### config.mk
export PLATFORM = sky130hd
export DESIGN_NAME = chrc_reset_ctrl
export DESIGN_NICKNAME = d
export VERILOG_FILES = /design/src/rtl/chrc_pkg.sv /design/src/rtl/chrc_reset_ctrl.sv /design/src/rtl/chrc_rst_sync.sv
export SDC_FILE = /design/constraint.sdc
export NUM_CORES = 1
export LEC_CHECK = 0
export ABC_CLOCK_PERIOD_IN_PS = 800
export BUFFER_PORTS_ARGS = -buffer_cell sky130_fd_sc_hd__buf_2
export CAP_MARGIN = 20
export CORE_MARGIN = 2
export CORE_UTILIZATION = 52
export CTS_CLUSTER_DIAMETER = 120
export DETAILED_ROUTE_END_ITERATION = 10
export HOLD_SLACK_MARGIN = 0.08
export PLACE_DENSITY = 0.83
export RECOVER_POWER = 100
export SLEW_MARGIN = 20
export SYNTH_ARGS = -nofsm -noshare
export SYNTH_HDL_FRONTEND = slang
export SYNTH_HIERARCHICAL = 1
export SYNTH_SLANG_ARGS = --single-unit
### constraint.sdc
create_clock -name clk -period 0.8 [get_ports clk]
set_input_delay 0 -clock clk [delete_from_list [all_inputs] [get_ports clk]]
set_output_delay 0 -clock clk [all_outputs]
set_load 0.02 [all_outputs]
### src/rtl/chrc_pkg.sv
// Constants shared by the reset controller files
package chrc_pkg;
  // Clock and timing
  localparam int CLK_MHZ = 40;
  localparam int POR_PULSE_WIDTH_US = 100;
  localparam int POR_PULSE_CYC = POR_PULSE_WIDTH_US * CLK_MHZ;
  localparam int INT_RESET_CYC = 64;
  localparam int HOST_EXTRA_HOLD_US = 1;
  localparam int HOST_EXTRA_HOLD_CYC = HOST_EXTRA_HOLD_US * CLK_MHZ;
  localparam int CNT_W = 16;
  // Two-flop pin sampler delay
  localparam int PIN_SYNC_CYC = 2;
  // Reset values
  localparam logic RST_VAL_LOW = 1'h0;
  localparam logic RST_VAL_HIGH = 1'h1;
  // Cascade levels, shallowest first
  typedef enum logic [2:0] {
    CHRC_NONE, CHRC_WARM, CHRC_COLD, CHRC_PIN, CHRC_PWR
  } chrc_level_t;
endpackage

### src/rtl/chrc_reset_ctrl.sv
// Core and host domain reset source collection and sequencing
`timescale 1ns/1ps
module chrc_reset_ctrl
  import chrc_pkg::*;
#(
  parameter int PORT_N = 4,
  parameter int POR_CYC = POR_PULSE_CYC,
  parameter int INTRST_CYC = INT_RESET_CYC
) (
  // Clock and core supply power-good reset
  input wire logic clk,
  input wire logic arst_n,
  // Host supply power-up reset, active low
  input wire logic hostPwrRst_n,
  // Open-drain power-on-reset pin
  input wire logic porPinIn,
  output logic porPinOut,
  output logic porPinOe_n,
  // Reset requests
  input wire logic watchdogEvent,
  input wire logic debugSystemResetCmd,
  input wire logic lresetIn_n,
  input wire logic lpcPowerDown_n,
  // Configuration bits
  input wire logic debugResetKindSel,
  input wire logic watchdogResetKindSel,
  input wire logic watchdogColdDrivesPin,
  input wire logic hostResetAtPowerupEn,
  input wire logic [PORT_N-1:0] hostResetReloadEn,
  input wire logic stallFlagClr,
  input wire logic statusClr,
  // LPC access
  input wire logic lpcAccessReq,
  output logic lpcLongWait,
  // Status
  output logic extPorStatus,
  output logic watchdogResetStatus,
  output logic debugResetStatus,
  output logic hostStallFlag,
  // Reset actions
  output logic coreDomainRst,
  output logic hostKeyboardResetOut,
  output logic lfOscEnable,
  output logic hostCtlDefaults,
  output logic strapFloat,
  output logic strapCapture,
  output logic clockGenDefault,
  output logic tapReset,
  output logic vccHostDefaults,
  output logic coreRegDefaults,
  output logic coreReset,
  output logic debugStatusReset,
  output logic pmcToActive,
  output logic hostDomainRst,
  output logic vddHostDefaults,
  output logic [PORT_N-1:0] gpioReload
);
  typedef enum logic [1:0] {ST_IDLE, ST_RESET, ST_DONE} chrc_state_t;

  typedef struct packed {
    chrc_state_t state;
    chrc_level_t level;
    logic [CNT_W-1:0] porCnt;
    logic [CNT_W-1:0] rstCnt;
    logic porDrive;
    logic pwrPulse;
    logic pinSync0;
    logic pinSync1;
    logic lrSync0;
    logic lrSync1;
    logic wdSync0;
    logic wdSync1;
    logic wdPrev;
    logic dbSync0;
    logic dbSync1;
    logic dbPrev;
    logic pwrSeen;
    logic extPorSts;
    logic wdSts;
    logic dbSts;
    logic stall;
    logic longWait;
    logic host_keyboard_reset_out;
    logic osc;
    logic hostDef;
    logic strapFl;
    logic strapCap;
    logic cgDef;
    logic tapRst;
    logic vccDef;
    logic coreDef;
    logic coreRst;
    logic dbgStsRst;
    logic pmcAct;
    logic coreDom;
    logic hostDom;
    logic vddDef;
    logic [PORT_N-1:0] gpioLd;
  } chrc_regs_t;

  localparam logic [CNT_W-1:0] POR_LOAD = CNT_W'(POR_CYC + PIN_SYNC_CYC);
  localparam logic [CNT_W-1:0] RST_LOAD = CNT_W'(INTRST_CYC);

  chrc_regs_t st_ff;
  chrc_regs_t nxt_st;
  logic hostSyncRst_n;

  // Deepest of two cascade levels
  function automatic chrc_level_t deeper(chrc_level_t a, chrc_level_t b);
    deeper = (a > b) ? a : b;
  endfunction

  // Host domain reset released on the core clock
  chrc_rst_sync u_host_sync (
    .clk(clk),
    .arst_n(hostPwrRst_n),
    .rawRst(~st_ff.lrSync1),
    .syncRst_n(hostSyncRst_n)
  );

  logic pinEvt, wdEvt, dbEvt;
  chrc_level_t reqLvl;

  always_comb begin
    nxt_st = st_ff;
    nxt_st.pinSync0 = porPinIn;
    nxt_st.pinSync1 = st_ff.pinSync0;
    nxt_st.lrSync0 = lresetIn_n;
    nxt_st.lrSync1 = st_ff.lrSync0;
    nxt_st.wdSync0 = watchdogEvent;
    nxt_st.wdSync1 = st_ff.wdSync0;
    nxt_st.wdPrev = st_ff.wdSync1;
    nxt_st.dbSync0 = debugSystemResetCmd;
    nxt_st.dbSync1 = st_ff.dbSync0;
    nxt_st.dbPrev = st_ff.dbSync1;
    nxt_st.pwrSeen = 1'b1;
    // Only the power-up drive and its sampler tail mask the pin
    pinEvt = !st_ff.pinSync1 && st_ff.pwrSeen &&
      !(st_ff.pwrPulse && st_ff.porCnt != '0);
    wdEvt = st_ff.wdSync1 && !st_ff.wdPrev;
    dbEvt = st_ff.dbSync1 && !st_ff.dbPrev;
    reqLvl = CHRC_NONE;
    if (!st_ff.pwrSeen) reqLvl = CHRC_PWR;
    if (pinEvt) reqLvl = deeper(reqLvl, CHRC_PIN);
    if (wdEvt) begin
      reqLvl = deeper(reqLvl,
        watchdogResetKindSel ? CHRC_WARM : CHRC_COLD);
    end
    if (dbEvt) begin
      reqLvl = deeper(reqLvl,
        debugResetKindSel ? CHRC_WARM : CHRC_COLD);
    end
    // Status: a new event wins over a clear
    if (statusClr) begin
      nxt_st.extPorSts = 1'b0;
      nxt_st.wdSts = 1'b0;
      nxt_st.dbSts = 1'b0;
    end
    if (pinEvt) nxt_st.extPorSts = 1'b1;
    if (wdEvt) nxt_st.wdSts = 1'b1;
    if (dbEvt) nxt_st.dbSts = 1'b1;
    // Pin driver; the count outlasts the drive by the sampler delay
    if (st_ff.porCnt != '0) begin
      nxt_st.porCnt = st_ff.porCnt - CNT_W'(1);
    end
    nxt_st.porDrive = (nxt_st.porCnt > CNT_W'(PIN_SYNC_CYC));
    if (wdEvt && !watchdogResetKindSel && watchdogColdDrivesPin) begin
      nxt_st.porCnt = POR_LOAD;
      nxt_st.porDrive = 1'b1;
      nxt_st.pwrPulse = 1'b0;
    end
    if (reqLvl != CHRC_NONE) begin
      nxt_st.state = ST_RESET;
      nxt_st.level = deeper(reqLvl,
        (st_ff.state == ST_RESET) ? st_ff.level : CHRC_NONE);
      nxt_st.rstCnt = RST_LOAD;
      if (reqLvl == CHRC_PWR) begin
        nxt_st.porCnt = POR_LOAD;
        nxt_st.pwrPulse = 1'b1;
        nxt_st.porDrive = 1'b1;
      end
      if (reqLvl >= CHRC_COLD) nxt_st.stall = 1'b1;
    end else begin
      case (st_ff.state)
        ST_IDLE: nxt_st.state = ST_IDLE;
        ST_RESET: begin
          if (st_ff.rstCnt != '0) begin
            nxt_st.rstCnt = st_ff.rstCnt - CNT_W'(1);
          end else begin
            nxt_st.state = ST_DONE;
            nxt_st.level = CHRC_NONE;
          end
        end
        ST_DONE: nxt_st.state = ST_IDLE;
        default: nxt_st.state = ST_IDLE;
      endcase
    end
    // Stall flag ends only once the internal reset is over
    if (stallFlagClr && nxt_st.state != ST_RESET) begin
      nxt_st.stall = 1'b0;
    end
    nxt_st.longWait = lpcAccessReq && nxt_st.stall;
    nxt_st.host_keyboard_reset_out = hostResetAtPowerupEn &&
      nxt_st.state == ST_RESET && nxt_st.level >= CHRC_COLD;
    // Cascade: each level includes all shallower actions
    nxt_st.osc = st_ff.osc || nxt_st.level == CHRC_PWR;
    nxt_st.hostDef = nxt_st.level == CHRC_PWR;
    nxt_st.strapFl = nxt_st.level >= CHRC_PIN;
    nxt_st.strapCap = st_ff.strapFl && !nxt_st.strapFl;
    nxt_st.cgDef = nxt_st.level >= CHRC_PIN;
    nxt_st.tapRst = nxt_st.level >= CHRC_PIN;
    nxt_st.vccDef = nxt_st.level >= CHRC_PIN;
    nxt_st.coreDef = nxt_st.level >= CHRC_COLD;
    nxt_st.coreDom = nxt_st.level >= CHRC_COLD;
    nxt_st.coreRst = nxt_st.level >= CHRC_WARM;
    nxt_st.dbgStsRst = nxt_st.level >= CHRC_WARM;
    nxt_st.pmcAct = nxt_st.level >= CHRC_WARM;
    // Host side, regardless of LPC power-down
    nxt_st.hostDom = !hostSyncRst_n;
    nxt_st.vddDef = !hostSyncRst_n;
    nxt_st.gpioLd = {PORT_N{!hostSyncRst_n}} & hostResetReloadEn;
  end

  // Pin, watchdog and debug inputs pass two flops before use
  always_ff @(posedge clk or negedge arst_n) begin
    if (!arst_n) begin
      st_ff <= '0;
      st_ff.pinSync0 <= RST_VAL_HIGH;
      st_ff.pinSync1 <= RST_VAL_HIGH;
      st_ff.stall <= RST_VAL_HIGH;
      st_ff.coreDom <= RST_VAL_HIGH;
      st_ff.coreRst <= RST_VAL_HIGH;
      st_ff.hostDom <= RST_VAL_HIGH;
      st_ff.state <= ST_IDLE;
      st_ff.level <= CHRC_NONE;
    end else begin
      st_ff <= nxt_st;
    end
  end

  // Open drain: enable low while pulling low
  assign porPinOut = RST_VAL_LOW;
  assign porPinOe_n = ~st_ff.porDrive;
  assign lpcLongWait = st_ff.longWait;
  assign extPorStatus = st_ff.extPorSts;
  assign watchdogResetStatus = st_ff.wdSts;
  assign debugResetStatus = st_ff.dbSts;
  assign hostStallFlag = st_ff.stall;
  assign coreDomainRst = st_ff.coreDom;
  assign hostKeyboardResetOut = st_ff.host_keyboard_reset_out;
  assign lfOscEnable = st_ff.osc;
  assign hostCtlDefaults = st_ff.hostDef;
  assign strapFloat = st_ff.strapFl;
  assign strapCapture = st_ff.strapCap;
  assign clockGenDefault = st_ff.cgDef;
  assign tapReset = st_ff.tapRst;
  assign vccHostDefaults = st_ff.vccDef;
  assign coreRegDefaults = st_ff.coreDef;
  assign coreReset = st_ff.coreRst;
  assign debugStatusReset = st_ff.dbgStsRst;
  assign pmcToActive = st_ff.pmcAct;
  assign hostDomainRst = st_ff.hostDom;
  assign vddHostDefaults = st_ff.vddDef;
  assign gpioReload = st_ff.gpioLd;

  // Checks
  property p_pin_status;
    @(posedge clk) disable iff (!arst_n)
      (!st_ff.pinSync1 && st_ff.pwrSeen && st_ff.porCnt == '0)
      |=> extPorStatus;
  endproperty
  a_pin_status: assert property (p_pin_status)
    else $error("pin reset did not set status");

  property p_dbg_cold;
    @(posedge clk) disable iff (!arst_n)
      (st_ff.dbSync1 && !st_ff.dbPrev && !debugResetKindSel)
      |=> coreRegDefaults && debugResetStatus;
  endproperty
  a_dbg_cold: assert property (p_dbg_cold)
    else $error("debug cold reset missing");

  property p_dbg_warm;
    @(posedge clk) disable iff (!arst_n)
      (st_ff.dbSync1 && !st_ff.dbPrev && debugResetKindSel &&
       st_ff.state == ST_IDLE && st_ff.wdSync1 == st_ff.wdPrev &&
       st_ff.pinSync1 && st_ff.pwrSeen)
      |=> coreReset && !coreRegDefaults && debugResetStatus;
  endproperty
  a_dbg_warm: assert property (p_dbg_warm)
    else $error("debug warm reset wrong");

  property p_wd_cold;
    @(posedge clk) disable iff (!arst_n)
      (st_ff.wdSync1 && !st_ff.wdPrev && !watchdogResetKindSel)
      |=> coreDomainRst && watchdogResetStatus;
  endproperty
  a_wd_cold: assert property (p_wd_cold)
    else $error("watchdog cold reset missing");

  property p_wd_warm;
    @(posedge clk) disable iff (!arst_n)
      (st_ff.wdSync1 && !st_ff.wdPrev && watchdogResetKindSel)
      |=> coreReset && pmcToActive && watchdogResetStatus;
  endproperty
  a_wd_warm: assert property (p_wd_warm)
    else $error("watchdog warm reset missing");

  property p_warm_no_core_dom;
    @(posedge clk) disable iff (!arst_n)
      (st_ff.level == CHRC_WARM) |-> !coreDomainRst;
  endproperty
  a_warm_no_core_dom: assert property (p_warm_no_core_dom)
    else $error("warm reset raised core domain reset");

  property p_cascade;
    @(posedge clk) disable iff (!arst_n)
      tapReset |-> coreRegDefaults && coreReset && debugStatusReset;
  endproperty
  a_cascade: assert property (p_cascade)
    else $error("pin reset cascade incomplete");

  property p_stall_held;
    @(posedge clk) disable iff (!arst_n)
      (st_ff.state == ST_RESET && st_ff.level >= CHRC_COLD)
      |-> hostStallFlag;
  endproperty
  a_stall_held: assert property (p_stall_held)
    else $error("stall flag dropped during reset");

  property p_wd_pin;
    @(posedge clk) disable iff (!arst_n)
      (st_ff.wdSync1 && !st_ff.wdPrev && !watchdogResetKindSel &&
       watchdogColdDrivesPin) |=> !porPinOe_n [*8];
  endproperty
  a_wd_pin: assert property (p_wd_pin)
    else $error("watchdog cold did not pulse pin");

  property p_host_reload;
    @(posedge clk) disable iff (!arst_n)
      $fell(hostSyncRst_n) |=> hostDomainRst && vddHostDefaults &&
      gpioReload == $past(hostResetReloadEn);
  endproperty
  a_host_reload: assert property (p_host_reload)
    else $error("host reset did not load defaults");
endmodule // chrc_reset_ctrl

### src/rtl/chrc_rst_sync.sv
// Reset synchroniser: async assert, clocked release
`timescale 1ns/1ps
module chrc_rst_sync
  import chrc_pkg::*;
(
  // Clock and raw reset request
  input wire logic clk,
  input wire logic arst_n,
  input wire logic rawRst,
  // Synchronised reset, active low
  output logic syncRst_n
);
  typedef struct packed {
    logic s0;
    logic s1;
  } chrc_sync_t;

  chrc_sync_t st_ff;
  chrc_sync_t nxt_st;
  wire logic combRst_n;

  assign combRst_n = arst_n & ~rawRst;

  always_comb begin
    nxt_st.s0 = RST_VAL_HIGH;
    nxt_st.s1 = st_ff.s0;
  end

  // Assert without clock, release on an edge
  always_ff @(posedge clk or negedge combRst_n) begin
    if (!combRst_n) begin
      st_ff <= '0;
    end else begin
      st_ff <= nxt_st;
    end
  end

  assign syncRst_n = st_ff.s1;
endmodule // chrc_rst_sync
==> results.yml <==
critical_path:
  worstSetupPathType: "reg -> reg"
  cpMostUsedCell: "ha_4"
  startpoint: "st_ff[53]"
  crit_path_end_kind: "flop"
  crit_required_ns: 1.05
  path_cells: "inv_2, ha_4, or3b_4, o41ai_4, nand3_4, clkinv_4, ha_4, nor2b_4, a2bb2oi_4, or4_4, nand2_4, ha_4, nor2b_4, a2bb2oi_4, or2_4, a31oi_4, inv_1, ha_2, nand3b_1, nand2_1, a211oi_2, a311oi_4, inv_2, or4_4"
  worstRegToRegCells: 24
  r2r-start: "st_ff[53]"
  arrival_ns: 5.83
  cp_slowest_cell: "or4_4"
  cpPeakStageDelay_ns: 0.51
  critPathMaxFanout: 4
  start_kind: "flop"
finish:
  final_cells: 604
  fillers: 189
  largest_reg_flops: 44
  regArea_um2: 1810
  largest_register: "st_ff"
  finalInstanceArea_um2: 5890
  drive_gt1_share_pct: 55.6
  n_antenna_cell: 0
  postLayoutCoreUtil_pct: 91.7
  multi_input_area_um2: 2030
  syn2layout_area_growth_pct: 68.6
  fin_nets: 550
drt:
  num_vias: 3832
  drt-initial-drc-count: 295
  drtPass1Iterations: 6
  drt-wirelength-per-cell_um: 25.8
  vias_per_cell: 6.34
  drtAntennaViolNets: 0
  postRouteWirelength_mm: 15.6
  drc: 0
pwr:
  peakVddDrop_mv: 2.12
  p_per_area_nw_per_um2: 2630
  power.leakage_nw: 2.72
  p_total_mw: 15.5
clock_tree:
  clock_latency_ns: 0.37
  cts_tree: "done"
  clk_pin_slew_ns: 0.10
  cts_root_buf: "clkbuf_8"
  htree_num_levels: 3
  cts.sink_count: 72
  cts_max_path_buffers: 2
  cts_buffers: 9
yosys:
  synth_top_area_share_pct: 47.3
  async_reset_ff_share_pct: 100
  ys_seq_elements: 72
  synth_cell_types: 60
  yosys_warnings: 6
  ys_seq_area_share_pct: 51.8
  synth_edf_count: 0
  yosysTopAreaCell: "dfrtp_1"
  yosysMostFrequentCell: "dfrtp_1"
  syn_area_um2: 3490
  synth_area_leaders: "dfrtp_1, dfstp_2, nor2_1"
  synthCells: 328
  ys_top_cells_by_count: "dfrtp_1, nor2_1, nand2_1"
  ys.flop_type: "dfrtp_1"
  syn_nets: 356
  syn_avg_cell_area_um2: 10.6
timing:
  hold_viol: 0
  finalSetupTns_ns: -158.61
  finalCriticalPeriod_ns: 5.58
  setup_viol: 80
  drv_slew: 0
  fin_ws_ns: -4.78
  rsz0062_at_grt: "true"
  tightest_slew_ns: 0.623
  finalClockSkew_ns: 0.0188
  slew_headroom_pct: 58.3
  finalCritPeriodShare_pct: 697
  fmax_ghz: 0.179
floorplan:
  core_um2: 6420
  die_y_um: 85.9
  num_rows: 29
  io_pins: 45
  fp.dieArea_um2: 7380
  initial_core_util_pct: 54.4
  dieWidth_um: 85.9
place:
  place_congestion: 0.910
  dpl_cell_area_um2: 4640
  placedCellCount: 531
  hpwlAfterDp_mm: 6.09
  portBuffers: 42
hold_path:
  hold_path_class: "in -> reg"
  min_path_cells: 4
  min-delay-start: "watchdogColdDrivesPin"
global_route:
  grt_pass1_vias: 3770
  top_usage_layer: "met2"
  grt_first_pass_wirelength_mm: 20.1
  gr-usage-all-layers_pct: 36.3
  globalRouteMet3Util_pct: 9.05
  grt_max_degree: 37
  gr-total-overflow: 0
  antenna_found_initial: 0
  use_met1_pct: 43.5
  met2_usage_pct: 61.8
run_status:
  status: "finished with violations"
  violations: "setup timing"
run:
  max_cap_viol_count: 0
==> worst paths after layout <==
check | end | slack (ns)
setup / recovery | pmcToActive | -4.78
hold / removal | st_ff[35] | 0.1
setup reg to reg | pmcToActive | -4.78
hold reg to reg | u_host_sync/nxt_st[0] | 0.23
max in group asynchronous | u_host_sync/syncRst_n | -0.12
min in group asynchronous | u_host_sync/nxt_st[0] | 0.23
==> routing by layer <==
metal  share of wire [%]  wire [µm]  up-vias
met5                   0          0        -
met4                 6.6       1020        0
met3                 8.3       1290      106
met2                  48       7420      328
met1                  37       5820     1863
li1                    -          -     1535
==> timing repair <==
action	4_1_cts	5_1_grt
hold buffers	15	0
endpoints found under the hold margin	87	0
resized for setup	111	42
pin swaps	37	29
gates cloned	1	0
buffers inserted	30	20
endpoints found under the setup margin	78	78
==> placed cells by master, fill, tap and decap left out, types with 3 or more instances in the layout <==
cell type,count
nor2_1,34
buf_2,16
inv_6,3
nor3_1,4
nand3b_1,6
buf_4,105
o21ai_0,4
dfrtp_1,64
clkbuf_4,3
nand2b_1,3
inv_2,4
conb_1,3
inv_1,14
nand3_1,5
ha_4,4
xor2_1,15
dlygate4sd3_1,15
nor2_4,4
nor4_1,4
clkbuf_8,9
nor2b_1,6
o21ai_2,5
and2_4,4
a211oi_2,3
buf_6,53
nor4_4,5
nor2b_4,3
a21oi_1,3
ha_1,3
xnor2_1,9
nand4b_1,3
nand2_1,17
dfstp_2,6
nand4_1,3
or4_4,7
==> worst max-delay path, delay by kind of cell (launching register included) <==
kind | cells | cell delay [ns]
AOI/OAI and AO/OA | 6 | 1.32
adders and majority gates | 4 | 0.71
buffers and inverters | 4 | 0.39
DFF | 1 | 0.41
and+or+nand+nor | 10 | 2.59
==> final cells by class <==
type / instances / share of cell area [%]
Timing Repair Buffer: 195 / 28.6
Multi-Input combinational cell: 224 / 34.4
Tap cell: 77 / 1.64
Inverter: 20 / 1.40
Sequential cell: 72 / 30.8
Clock buffer: 9 / 2.10
Clock inverter: 7 / 1.04
==> cell families (layout without fill, tap and decap cells) <==
family          count (synthesis)  after routing  share of synthesized area [%]
fa+ha+maj                       9              9                           3.23
xor+xnor                       27             27                           6.77
other cells                     3              3                          0.323
simple gates                  140            140                           22.8
mux                             2              2                          0.609
compound gates                 43             43                           9.86
buf+inv                        32            231                           4.59
flops                          72             72                           51.8
==> power breakdown <==
part | internal, mW | total [mW] | switching, mW
sequential | 4.26 | 4.71 | 0.455
clock | 1.19 | 2.87 | 1.68
combinational | 3.99 | 7.91 | 3.92
total | 9.43 | 15.5 | 6.06
==> through the flow <==
step	hold WS [ns]	worst slack, ns
CTS	0.00667	-4.35
global route	0.0932	-4.88
floorplan	-0.296	-4.43
detailed placement	-0.0923	-4.40
finish	0.0957	-4.78
global placement	-0.106	-4.22
Note: power is estimated with default switching activity, not from simulation.
